File: config.mk
export PLATFORM = sky130hd
export DESIGN_NAME = rsi_reset_state
export DESIGN_NICKNAME = d
export VERILOG_FILES = /design/src/logic/rsi_pkg.sv /design/src/logic/rsi_cause.sv /design/src/logic/rsi_rreg.sv /design/src/logic/rsi_reset_state.sv
export SDC_FILE = /design/constraint.sdc
export NUM_CORES = 1
export LEC_CHECK = 0
export BUFFER_PORTS_ARGS = -buffer_cell sky130_fd_sc_hd__buf_2
export CORE_MARGIN = 2
export CORE_UTILIZATION = 59
export CTS_CLUSTER_SIZE = 16
export DETAILED_ROUTE_END_ITERATION = 7
export PLACE_DENSITY = 0.85
export SLEW_MARGIN = 20
export SYNTH_ARGS = -nofsm -noshare
export SYNTH_HDL_FRONTEND = slang
export SYNTH_SLANG_ARGS = --single-unit
File: constraint.sdc
create_clock -name i_core_clk -period 3.1 [get_ports i_core_clk]
set_input_delay 0.465 -clock i_core_clk [delete_from_list [all_inputs] [get_ports i_core_clk]]
set_output_delay 0.465 -clock i_core_clk [all_outputs]
set_load 0.02 [all_outputs]
File: src/logic/rsi_pkg.sv
// Shared constants and types for the reset-state initializer
package rsi_pkg;

  // Reset causes told apart by the block
  typedef enum logic [1:0] {
    RSI_CAUSE_POR,
    RSI_CAUSE_LVR,
    RSI_CAUSE_WDT_RUN,
    RSI_CAUSE_WDT_HALT
  } rsi_cause_t;

  // Register selectors on the core access port
  typedef enum logic [3:0] {
    RSI_REG_PTR0,
    RSI_REG_INT_CTL0,
    RSI_REG_INT_CTL1,
    RSI_REG_TMR_CTL0,
    RSI_REG_TMR_CTL1,
    RSI_REG_PA_DIR,
    RSI_REG_PB_DIR,
    RSI_REG_WDT_CTL,
    RSI_REG_STATUS
  } rsi_reg_t;

  // Number of byte registers kept by the block (status is built apart)
  localparam int RSI_NREG = 8;

  // Per-register default value, implemented bits, bits without reset
  localparam logic [RSI_NREG-1:0][7:0] RSI_DFLT = {
    8'h53, 8'h01, 8'hFF, 8'h08, 8'h08, 8'h00, 8'h00, 8'h00};
  localparam logic [RSI_NREG-1:0][7:0] RSI_IMPL = {
    8'hFF, 8'h01, 8'hFF, 8'hDF, 8'hDF, 8'hFF, 8'h7F, 8'hFF};
  localparam logic [RSI_NREG-1:0][7:0] RSI_UNK  = {
    8'h00, 8'h00, 8'h00, 8'h00, 8'h00, 8'h00, 8'h00, 8'hFF};

  // Field positions
  localparam int RSI_TO_BIT      = 5;
  localparam int RSI_PDF_BIT     = 4;
  localparam int RSI_TMR_ON_BIT  = 4;
  localparam int RSI_INT_GLB_BIT = 0;

  // Program counter and stack pointer
  localparam int             RSI_PC_W   = 11;
  localparam logic [10:0]    RSI_PC_RST = 11'h000;
  localparam int             RSI_SP_W   = 3;
  localparam logic [2:0]     RSI_SP_TOP = 3'h0;
  localparam logic [2:0]     RSI_SP_CLR = 3'h0;

  // Input synchroniser depth
  localparam int RSI_SYNC_N = 3;

endpackage

File: src/logic/rsi_cause.sv
// Reset cause recorder with one-cycle apply strobe
module rsi_cause
  import rsi_pkg::*;
(
  // Clock and reset
  input  wire logic i_core_clk,
  input  wire logic i_arst_n,
  // Reset events and run state
  input  wire logic i_lvr_evt,
  input  wire logic i_wdt_evt,
  input  wire logic i_halted,
  // Recorded cause
  output rsi_cause_t o_cause,
  output logic       o_apply
);

  rsi_cause_t cause_r;
  logic       apply_r;

  // Cause latch; low voltage wins when both strike together
  always_ff @(posedge i_core_clk or negedge i_arst_n) begin
    if (!i_arst_n) begin
      cause_r <= RSI_CAUSE_POR;
    end else if (i_lvr_evt) begin
      cause_r <= RSI_CAUSE_LVR;
    end else if (i_wdt_evt) begin
      cause_r <= i_halted ? RSI_CAUSE_WDT_HALT
                          : RSI_CAUSE_WDT_RUN;
    end
  end

  // One apply strobe per synchronous reset event
  always_ff @(posedge i_core_clk or negedge i_arst_n) begin
    if (!i_arst_n) begin
      apply_r <= 1'b0;
    end else begin
      apply_r <= i_lvr_evt | i_wdt_evt;
    end
  end

  assign o_cause = cause_r;
  assign o_apply = apply_r;

endmodule

File: src/logic/rsi_rreg.sv
// Byte register with per-bit default, no-reset and unimplemented bits
module rsi_rreg #(
  parameter logic [7:0] DFLT = 8'h00,
  parameter logic [7:0] IMPL = 8'hFF,
  parameter logic [7:0] UNK  = 8'h00
) (
  // Clock and reset
  input  wire logic       i_core_clk,
  input  wire logic       i_arst_n,
  // Default load and core write
  input  wire logic       i_load_dflt,
  input  wire logic       i_wr_en,
  input  wire logic [7:0] i_wr_data,
  // Stored value
  output logic      [7:0] o_q
);

  genvar b;
  generate
    for (b = 0; b < 8; b++) begin : g_bit
      if (IMPL[b] && !UNK[b]) begin : g_known
        // Known default on power-on and on loading resets
        always_ff @(posedge i_core_clk or negedge i_arst_n) begin
          if (!i_arst_n) begin
            o_q[b] <= DFLT[b];
          end else if (i_load_dflt) begin
            o_q[b] <= DFLT[b];
          end else if (i_wr_en) begin
            o_q[b] <= i_wr_data[b];
          end
        end
      end else if (IMPL[b]) begin : g_unknown
        // No reset: content is undefined after reset, saves area
        always_ff @(posedge i_core_clk) begin
          if (i_wr_en) begin
            o_q[b] <= i_wr_data[b];
          end
        end
      end else begin : g_unimpl
        // No storage, reads zero whatever reset came
        assign o_q[b] = 1'b0;
      end
    end
  endgenerate

endmodule

File: src/logic/rsi_reset_state.sv
// Reset-state initializer: cause tracking, flags and reset defaults
//
// Operation
// - Power-on reset clears both the watchdog-timeout and power-down flags.
// - Low-voltage reset while running leaves both flags unchanged.
// - Watchdog reset while running sets the timeout flag, keeps power-down.
// - Watchdog reset while halted sets both flags.
// - Power-on reset disables every interrupt until software enables it.
// - Power-on reset clears the watchdog counter, which then counts at once.
// - Power-on reset switches the timers off until software turns them on.
// - Power-on reset makes every port pin an input.
// - Power-on reset points the stack pointer at the top of the stack.
// - Power-on, running watchdog and low-voltage resets load defaults; halted watchdog keeps them and clears the program counter.
// - Bits with unknown reset state have no reset logic.
// - Unimplemented bits have no storage and ignore every reset.
// - Halted watchdog reset clears program counter and stack pointer.
module rsi_reset_state
  import rsi_pkg::*;
#(
  parameter int WDT_TIMEOUT_CYC = 16384
) (
  // Clock and reset
  input  wire logic                i_core_clk,
  input  wire logic                i_arst_n,
  // Reset sources
  input  wire logic                i_low_voltage_reset,
  input  wire logic                i_halted,
  // Core flag controls
  input  wire logic                i_halt_enter,
  input  wire logic                i_clr_wdt,
  // Core register access
  input  wire logic                i_wr_en,
  input  wire rsi_reg_t            i_wr_sel,
  input  wire logic [7:0]          i_wr_data,
  input  wire rsi_reg_t            i_rd_sel,
  output logic      [7:0]          o_rd_data,
  // Program counter and stack
  input  wire logic                i_pc_load,
  input  wire logic [RSI_PC_W-1:0] i_pc_val,
  input  wire logic                i_pc_step,
  input  wire logic                i_push,
  input  wire logic                i_pop,
  output logic      [RSI_PC_W-1:0] o_pc,
  output logic      [RSI_SP_W-1:0] o_sp,
  // Status flags
  output logic                     o_watchdog_timeout_flag,
  output logic                     o_power_down_flag,
  // Controlled states
  output logic                     o_int_global_en,
  output logic      [7:0]          o_int_ctl0,
  output logic      [7:0]          o_int_ctl1,
  output logic      [1:0]          o_tmr_on,
  output logic      [7:0]          o_pa_dir,
  output logic                     o_pb_dir,
  // Reset report
  output rsi_cause_t               o_rst_cause,
  output logic                     o_rst_pulse
);

  localparam int WDT_W = $clog2(WDT_TIMEOUT_CYC);
  localparam logic [WDT_W-1:0] WDT_LAST = WDT_W'(WDT_TIMEOUT_CYC - 1);

  logic [RSI_SYNC_N-1:0]  lvr_sync_r;
  logic                   lvr_lvl_r;
  logic                   lvr_evt;
  logic [WDT_W-1:0]       wdt_cnt_r;
  logic                   wdt_evt;
  rsi_cause_t             cause;
  logic                   apply;
  logic                   load_dflt;
  logic                   to_r;
  logic                   pdf_r;
  logic [RSI_PC_W-1:0]    pc_r;
  logic [RSI_SP_W-1:0]    sp_r;
  logic [7:0]             rd_data_r;
  logic [RSI_NREG-1:0][7:0] reg_q;
  logic [7:0]             status;

  // Low-voltage detector is analog and asynchronous: three-stage sync
  always_ff @(posedge i_core_clk or negedge i_arst_n) begin
    if (!i_arst_n) begin
      lvr_sync_r <= '0;
    end else begin
      lvr_sync_r <= {lvr_sync_r[RSI_SYNC_N-2:0], i_low_voltage_reset};
    end
  end

  // Level accepted only when last two stages agree, filters glitches
  always_ff @(posedge i_core_clk or negedge i_arst_n) begin
    if (!i_arst_n) begin
      lvr_lvl_r <= 1'b0;
    end else if (lvr_sync_r[2] == lvr_sync_r[1]) begin
      lvr_lvl_r <= lvr_sync_r[2];
    end
  end

  assign lvr_evt = (lvr_sync_r[2] == lvr_sync_r[1]) &&
                   lvr_sync_r[2] && !lvr_lvl_r;

  // Watchdog counts from reset on with no software step needed
  always_ff @(posedge i_core_clk or negedge i_arst_n) begin
    if (!i_arst_n) begin
      wdt_cnt_r <= '0;
    end else if (apply || i_clr_wdt || wdt_evt) begin
      wdt_cnt_r <= '0;
    end else begin
      wdt_cnt_r <= wdt_cnt_r + 1'b1;
    end
  end

  assign wdt_evt = (wdt_cnt_r == WDT_LAST);

  // Cause tracking
  rsi_cause u_cause (
    .i_core_clk (i_core_clk),
    .i_arst_n   (i_arst_n),
    .i_lvr_evt  (lvr_evt),
    .i_wdt_evt  (wdt_evt),
    .i_halted   (i_halted),
    .o_cause    (cause),
    .o_apply    (apply)
  );

  // Halted watchdog keeps register contents, all other causes reload
  assign load_dflt = apply && (cause != RSI_CAUSE_WDT_HALT);

  // Byte registers: interrupt, timer, port direction, watchdog, pointer
  genvar r;
  generate
    for (r = 0; r < RSI_NREG; r++) begin : g_reg
      rsi_rreg #(
        .DFLT (RSI_DFLT[r]),
        .IMPL (RSI_IMPL[r]),
        .UNK  (RSI_UNK[r])
      ) u_reg (
        .i_core_clk  (i_core_clk),
        .i_arst_n    (i_arst_n),
        .i_load_dflt (load_dflt),
        .i_wr_en     (i_wr_en && (i_wr_sel == rsi_reg_t'(r))),
        .i_wr_data   (i_wr_data),
        .o_q         (reg_q[r])
      );
    end
  endgenerate

  // Reset flags; an apply in the same cycle as a clear wins
  always_ff @(posedge i_core_clk or negedge i_arst_n) begin
    if (!i_arst_n) begin
      to_r  <= 1'b0;
      pdf_r <= 1'b0;
    end else if (apply) begin
      unique case (cause)
        RSI_CAUSE_WDT_RUN: begin
          to_r <= 1'b1;
        end
        RSI_CAUSE_WDT_HALT: begin
          to_r  <= 1'b1;
          pdf_r <= 1'b1;
        end
        RSI_CAUSE_LVR: begin
          to_r  <= to_r;
          pdf_r <= pdf_r;
        end
        RSI_CAUSE_POR: begin
          to_r  <= to_r;
          pdf_r <= pdf_r;
        end
      endcase
    end else begin
      to_r  <= to_r & ~i_clr_wdt;
      pdf_r <= i_halt_enter | (pdf_r & ~i_clr_wdt);
    end
  end

  // Program counter cleared by every reset cause
  always_ff @(posedge i_core_clk or negedge i_arst_n) begin
    if (!i_arst_n) begin
      pc_r <= RSI_PC_RST;
    end else if (apply) begin
      pc_r <= RSI_PC_RST;
    end else if (i_pc_load) begin
      pc_r <= i_pc_val;
    end else if (i_pc_step) begin
      pc_r <= pc_r + 1'b1;
    end
  end

  // Stack pointer; push wins if both strobes come together
  always_ff @(posedge i_core_clk or negedge i_arst_n) begin
    if (!i_arst_n) begin
      sp_r <= RSI_SP_TOP;
    end else if (apply) begin
      sp_r <= (cause == RSI_CAUSE_WDT_HALT) ? RSI_SP_CLR
                                            : RSI_SP_TOP;
    end else if (i_push) begin
      sp_r <= sp_r + 1'b1;
    end else if (i_pop) begin
      sp_r <= sp_r - 1'b1;
    end
  end

  // Status byte: only the two reset flags are kept here
  always_comb begin
    status = 8'h00;
    status[RSI_TO_BIT]  = to_r;
    status[RSI_PDF_BIT] = pdf_r;
  end

  // Registered read port, one cycle latency
  always_ff @(posedge i_core_clk or negedge i_arst_n) begin
    if (!i_arst_n) begin
      rd_data_r <= 8'h00;
    end else if (i_rd_sel == RSI_REG_STATUS) begin
      rd_data_r <= status;
    end else if (int'(i_rd_sel) < RSI_NREG) begin
      rd_data_r <= reg_q[i_rd_sel[2:0]];
    end else begin
      rd_data_r <= 8'h00;
    end
  end

  // Outputs straight from flops
  assign o_rd_data               = rd_data_r;
  assign o_pc                    = pc_r;
  assign o_sp                    = sp_r;
  assign o_watchdog_timeout_flag = to_r;
  assign o_power_down_flag       = pdf_r;
  assign o_int_ctl0              = reg_q[RSI_REG_INT_CTL0];
  assign o_int_ctl1              = reg_q[RSI_REG_INT_CTL1];
  assign o_int_global_en         =
    reg_q[RSI_REG_INT_CTL0][RSI_INT_GLB_BIT];
  assign o_tmr_on = {reg_q[RSI_REG_TMR_CTL1][RSI_TMR_ON_BIT],
                     reg_q[RSI_REG_TMR_CTL0][RSI_TMR_ON_BIT]};
  assign o_pa_dir                = reg_q[RSI_REG_PA_DIR];
  assign o_pb_dir                = reg_q[RSI_REG_PB_DIR][0];
  assign o_rst_cause             = cause;
  assign o_rst_pulse             = apply;

endmodule

Word level (Yosys, flattened, before mapping)
Index checks and enable logic that the tools add are counted.
{"block": "classes", "order_cmp": 2, "n_reduce_logical": 28, "n_bitwise": 5, "muxes": 110, "n_addsub": 4, "eq_ne": 16}
{"cell": "2-to-1 mux 1 bit", "count": 97}
{"cell": "2-to-1 mux 11 bit", "count": 3}
{"cell": "binary-select mux 8 bit (select 3 bit)", "count": 1}
{"cell": "2-to-1 mux 8 bit", "count": 3}
{"cell": "== test 4 x 3 -> 1 bit (second input constant)", "count": 4}
{"cell": "nonzero test 2 bit", "count": 8}
{"cell": "adder 14 x 1 -> 14 bit (second input constant)", "count": 1}
{"cell": "== test 14 bit (second input constant)", "count": 1}
{"cell": "2-to-1 mux 14 bit", "count": 1}
{"cell": "adder 11 x 1 -> 11 bit (second input constant)", "count": 1}
{"cell": "logical AND 1 bit", "count": 11}
{"cell": "2-to-1 mux 3 bit", "count": 3}
{"cell": "== test 4 x 2 -> 1 bit (second input constant)", "count": 2}
{"cell": "!= test 2 bit (second input constant)", "count": 3}
{"cell": "nonzero test 3 bit", "count": 2}
{"cell": "== test 2 bit (second input constant)", "count": 2}
{"cell": "== test 4 x 1 -> 1 bit (second input constant)", "count": 1}
{"cell": "== test 4 bit (second input constant)", "count": 1}
{"cell": "logical NOT 4 bit", "count": 1}
{"cell": "< comparator 3 x 4 -> 1 bit (second input constant)", "count": 1}
{"cell": "< comparator 4 bit (second input constant)", "count": 1}
{"cell": "2-to-1 mux 2 bit", "count": 2}
{"cell": "OR reduction 2 bit", "count": 2}
{"cell": "adder 3 x 1 -> 3 bit (second input constant)", "count": 1}
{"cell": "9 further kinds", "count": 12}
{"block": "word_totals", "in_bits": 38, "wordCells": 229, "regBits": 99, "output_inout_bits": 55}

Longest topological paths before layout
{"block": "logic_depth", "word_depth": 4, "ltp_mapped": 6, "mapped_depth_nobuf": 6}

By module
From an unflattened synthesis, not the netlist that was laid out.
{"block": "unflattened", "cells_unflattened": 409, "hier_area_um2": 4854.7}
{"mod": "rsi_reset_state", "area_each_um2": 2499.9, "n_inst": 1, "cells_per_inst": 232, "seq_area_each_um2": 1051.0}
{"mod": "rsi_rreg (g_reg[3].u_reg ...)", "area_each_um2": 299.0, "n_inst": 2, "cells_per_inst": 24, "seq_area_each_um2": 176.4}
{"mod": "rsi_rreg (g_reg[5].u_reg)", "area_each_um2": 352.8, "n_inst": 1, "cells_per_inst": 26, "seq_area_each_um2": 210.2}
{"mod": "rsi_rreg (g_reg[7].u_reg)", "area_each_um2": 342.8, "n_inst": 1, "cells_per_inst": 26, "seq_area_each_um2": 205.2}
{"mod": "rsi_rreg (g_reg[2].u_reg)", "area_each_um2": 325.3, "n_inst": 1, "cells_per_inst": 26, "seq_area_each_um2": 200.2}
{"mod": "rsi_rreg (g_reg[1].u_reg)", "area_each_um2": 294.0, "n_inst": 1, "cells_per_inst": 24, "seq_area_each_um2": 175.2}
{"mod": "rsi_rreg (g_reg[0].u_reg)", "area_each_um2": 240.2, "n_inst": 1, "cells_per_inst": 8, "seq_area_each_um2": 240.2}
{"mod": "rsi_cause", "area_each_um2": 103.8, "n_inst": 1, "cells_per_inst": 8, "seq_area_each_um2": 75.1}
{"mod": "rsi_rreg (g_reg[6].u_reg)", "area_each_um2": 97.6, "n_inst": 1, "cells_per_inst": 11, "seq_area_each_um2": 26.3}

Least setup slack after synthesis
OpenSTA, ideal clock, no wires.
{"block": "synth_path", "kind": "in2reg", "start": "input i_wr_sel[2]", "end": "register g_reg[0].u_reg.o_q[0] (enable)", "n_path_buf": 1, "setup_time_ns": 0.383, "t_required_ns": 2.717, "arrival_time_ns": 1.714, "path_slack_ns": 1.003, "stages": 3, "path_cell_list": "or3b_2 > clkbuf_1 > nor3_1"}
{"block": "synth_via", "elab_chain_cells": 2}
{"element": "start, declared", "line": "rsi_reset_state.sv:33", "text": "input wire rsi_reg_t i_wr_sel,"}
{"element": "logical NOT 4 bit", "line": "rsi_reset_state.sv:139", "text": ".i_wr_en (i_wr_en && (i_wr_sel == rsi_reg_t'(r))),"}
{"element": "logical AND 1 bit", "line": "rsi_reset_state.sv:139"}
{"element": "via g_reg[0].u_reg.i_wr_en", "line": "rsi_rreg.sv:12", "text": "input wire logic i_wr_en,"}
{"element": "end signal, assigned by index", "line": "rsi_rreg.sv:36", "text": "o_q[b] <= i_wr_data[b];"}
{"element": "end, declared", "line": "rsi_rreg.sv:15", "text": "output logic [7:0] o_q"}
The timed path passes the listed nets, and every way through them passes these cells.
A chain may end at the register's enable or synchronous reset.

Worst setup path after layout
{"block": "layout_path", "start": "register u_cause.apply_r, in the netlist u_cause.o_apply", "end": "output o_rst_pulse"}
{"element": "start, declared", "line": "rsi_cause.sv:18", "text": "logic apply_r;"}
{"element": "start signal, assigned", "line": "rsi_cause.sv:37", "text": "apply_r <= i_lvr_evt | i_wdt_evt;"}
{"element": "end, declared", "line": "rsi_reset_state.sv:57", "text": "output logic o_rst_pulse"}
No word-level cell between the ends.

==> summary.md <==
| Metric | Value |
|---|---|
| Status | `complete, no violations` |
| Min-delay worst type | `in2async` |
| Delay-heaviest family, CP | `flip-flops` |
| Final core utilization | `70.2%` |
| Gr ovfl total | `0` |
| Max VDD drop | `0.480 mV` |
| Met2 wire len | `5050 um` |
| CTS tree | `yes` |
| I/O Buffers | `roughly 90` |
| Die area | `8640 sq um` |
| Fill cells | `596` |
| Setup TNS | `0 ps` |
| Crit path buf inv count | `1` |
| Hold_ws | `144 ps` |
| Commonest non-fill, non-tap cell in the layout | `buf_2` |
| Cts hold-fix bufs | `0` |
| Cell count after synthesis | `432` |
| Final Hold Fails | `0` |
| Critical path endpoint category | `primary output` |
| GPL Wtd Cong | `0.871` |
| Final Power | `2.97 mW` |
| Post-synth EDFFs | `8` |
| Post-DP HPWL | `7380 um` |
| Tot GR Track Use | `between 20% and 30%` |
| Leakage | `2.55 nW` |
| Final instance area | `5390 sq um` |
| Worst Skew | `5.16 ps` |
| IO Count | `93` |
| Final Max Tran Viols | `0` |
| DRC | `0` |
| Total of max-cap violations | `0` |
| DIE WIDTH | `93.0 um` |
| Metal3 WL | `805 um` |
| Root buffer cell | `clkbuf_8` |
| Seq cells post-synth | `between 90 and 100` |
| Placed cell area | `5170 sq um` |
| Non-filler cells in the finished layout | `between 600 and 700` |
| Via count | `3542` |
| Maximum clock rate | `0.516 GHz` |
| Yosys Warn Count | `0` |
| Most frequent cells in the layout | `buf_2, dfrtp_1, nor2_1, nand2_1, mux2i_1` |
| DRT iter0 DRCs | `206` |
| First-pass GRT wire length | `about 17000 um` |
| Number of global-route vias before repair | `3402` |
| Met1 WL | `4400 um` |
| Final Setup Violations | `0` |
| Post-synthesis cell type count | `47` |
| Worst path slowest cell | `dfrtp_1` |
| DRT Wirelength | `10500 um` |
| Synthesized area per cell | `10.8 sq um` |
| Arrival @ worst endpoint | `roughly 1500 ps` |
| CTS max path bufs | `2` |
| Seq/Total Area, Yosys | `54.3%` |
| Slew HR | `about half` |
| Largest area contributor in the netlist | `dfrtp_1` |
| Worst slew pin tran | `770 ps` |
| Core box area | `7690 sq um` |
| Synth Flop Type | `dfrtp_1` |
| Number of diodes | `0` |
| Initial antenna violation count | `0` |
| Clk pin slew, worst setup/hold paths | `about 90 ps` |
| Synth top area share | `40.7%` |
| Startpoint Class | `register` |
| Area Overhead vs Synth | `15.5%` |
| Ys async rst share | `between 90% and 100%` |
| WP data required | `2630 ps` |
| Layout cells sized above 1 | `28.4%` |
| CP Cell Sequence | `buf_2` |
| Antenna Nets Post-Route | `0` |
| Die H | `93.0 um` |
| RSZ-0062 raised after global routing | `false` |
| Clock Latency Late Sink | `between 300 and 400 ps` |
| Post-CTS resize count | `0` |
| Vias per inst | `5.72` |
| Worst setup margin | `1160 ps` |
| Storage element area | `2540 sq um` |
| Syn nets | `474` |
| CP Class | `reg2out` |
| Top sig layer | `met4` |
| Setup WS pre-CTS | `about 1100 ps` |
| Placed Cells | `around 600` |
| Top post-synthesis cells by area | `dfrtp_1, dfstp_2, mux2i_1` |
| Synthesized cell area | `4670 sq um` |
| Largest net degree at the start of global routing | `86` |
| Iteration count of the initial detailed-routing pass | `4` |
| Clock period minus worst slack | `1940 ps` |
| Clk sinks | `99` |
| Tcrit/Tclk final | `between 60% and 70%` |
| # H-tree levels | `3` |
| Max FO, Critical Path | `23` |
| Starting Density | `60.7%` |
| Wire length per cell | `16.9 um` |
| Slowest stage delay, CP | `830 ps` |
| CTS buffer count | `9` |
| Pwr Density | `550 nW/um^2` |
| Multi-input gate area | `roughly 2000 sq um` |
| # Post-CTS Setup Buffers | `0` |
| # rows | `32` |
| Fin nets | `554` |
power by group:
| part | switching (mW) | internal, mW |
|---|---|---|
| registers | 0.0938 | 1.43 |
| logic | 0.336 | 0.216 |
| clock network | 0.425 | 0.465 |
| total | 0.854 | 2.11 |
sequential cells by signal (all words and copies together) (netlist names):
name                     count
o_power_down_flag            1
o_watchdog_timeout_flag      1
wdt_cnt_r                   14
g.u_reg.o_q                 54
o_rd_data                    8
lvr_lvl_r                    1
o_pc                        11
lvr_sync_r                   3
o_sp                         3
u_cause.o_apply              1
u_cause.o_cause              2
logic make-up (layout without fill, tap and decap cells):
kind of cell,count (synthesis),after routing,share of synthesized area [%]
AND/OR/NAND/NOR,157,157,15.9
XOR/XNOR,22,22,4.13
flip-flops,99,99,54.3
multiplexers,52,52,13.2
other,1,1,0.0803
AO/OA/AOI/OAI,56,56,7.32
adder cells (fa/ha/maj),4,4,1.23
buffers and inverters,41,126,3.80
final timing paths:
kind | cells past startpoint | start | slack, ps | endpoint
setup / recovery | 1 | u_cause.o_apply | 1160 | o_rst_pulse
hold / removal | 1 | i_arst_n | 140 | o_rd_data[1]
setup reg to reg | 5 | wdt_cnt_r[0] | 1210 | wdt_cnt_r[13]
hold reg to reg | 0 | lvr_sync_r[0] | 380 | lvr_sync_r[1]
max in group asynchronous | 2 | i_arst_n | 2270 | g_reg[6].u_reg.o_q[0]
min in group i_core_clk | 1 | i_low_voltage_reset | 210 | lvr_sync_r[0]
cell type report:
class                      instances  area share, %
clock buffer                      13           3.34
multi-input combinational        292           36.3
timing repair buffer              96           9.26
sequential                        99           47.0
clock inverter                     3          0.789
tap                              102           2.37
inverter                          14          0.974
layer usage:
layer,GRT usage (%),up-vias
met5,0,-
met4,10.4,0
met3,6.10,16
met2,40.2,148
met1,33.7,1715
li1,-,1663
cell usage after synthesis (4+ instances only):
| library cell | count |
|---|---|
| mux2_2 | 7 |
| mux4_2 | 7 |
| inv_1 | 13 |
| clkbuf_1 | 15 |
| nor3_1 | 16 |
| nand3_1 | 12 |
| nand2_1 | 43 |
| nand3b_1 | 4 |
| a221oi_1 | 6 |
| dfrtp_1 | 76 |
| buf_4 | 4 |
| buf_2 | 5 |
| nor2_1 | 57 |
| o21ai_0 | 20 |
| edfxtp_1 | 8 |
| a21oi_1 | 15 |
| xor2_1 | 4 |
| dfstp_2 | 15 |
| mux2i_1 | 38 |
| a211oi_1 | 6 |
| xnor2_1 | 18 |
Power figures use the tool's default switching activity.
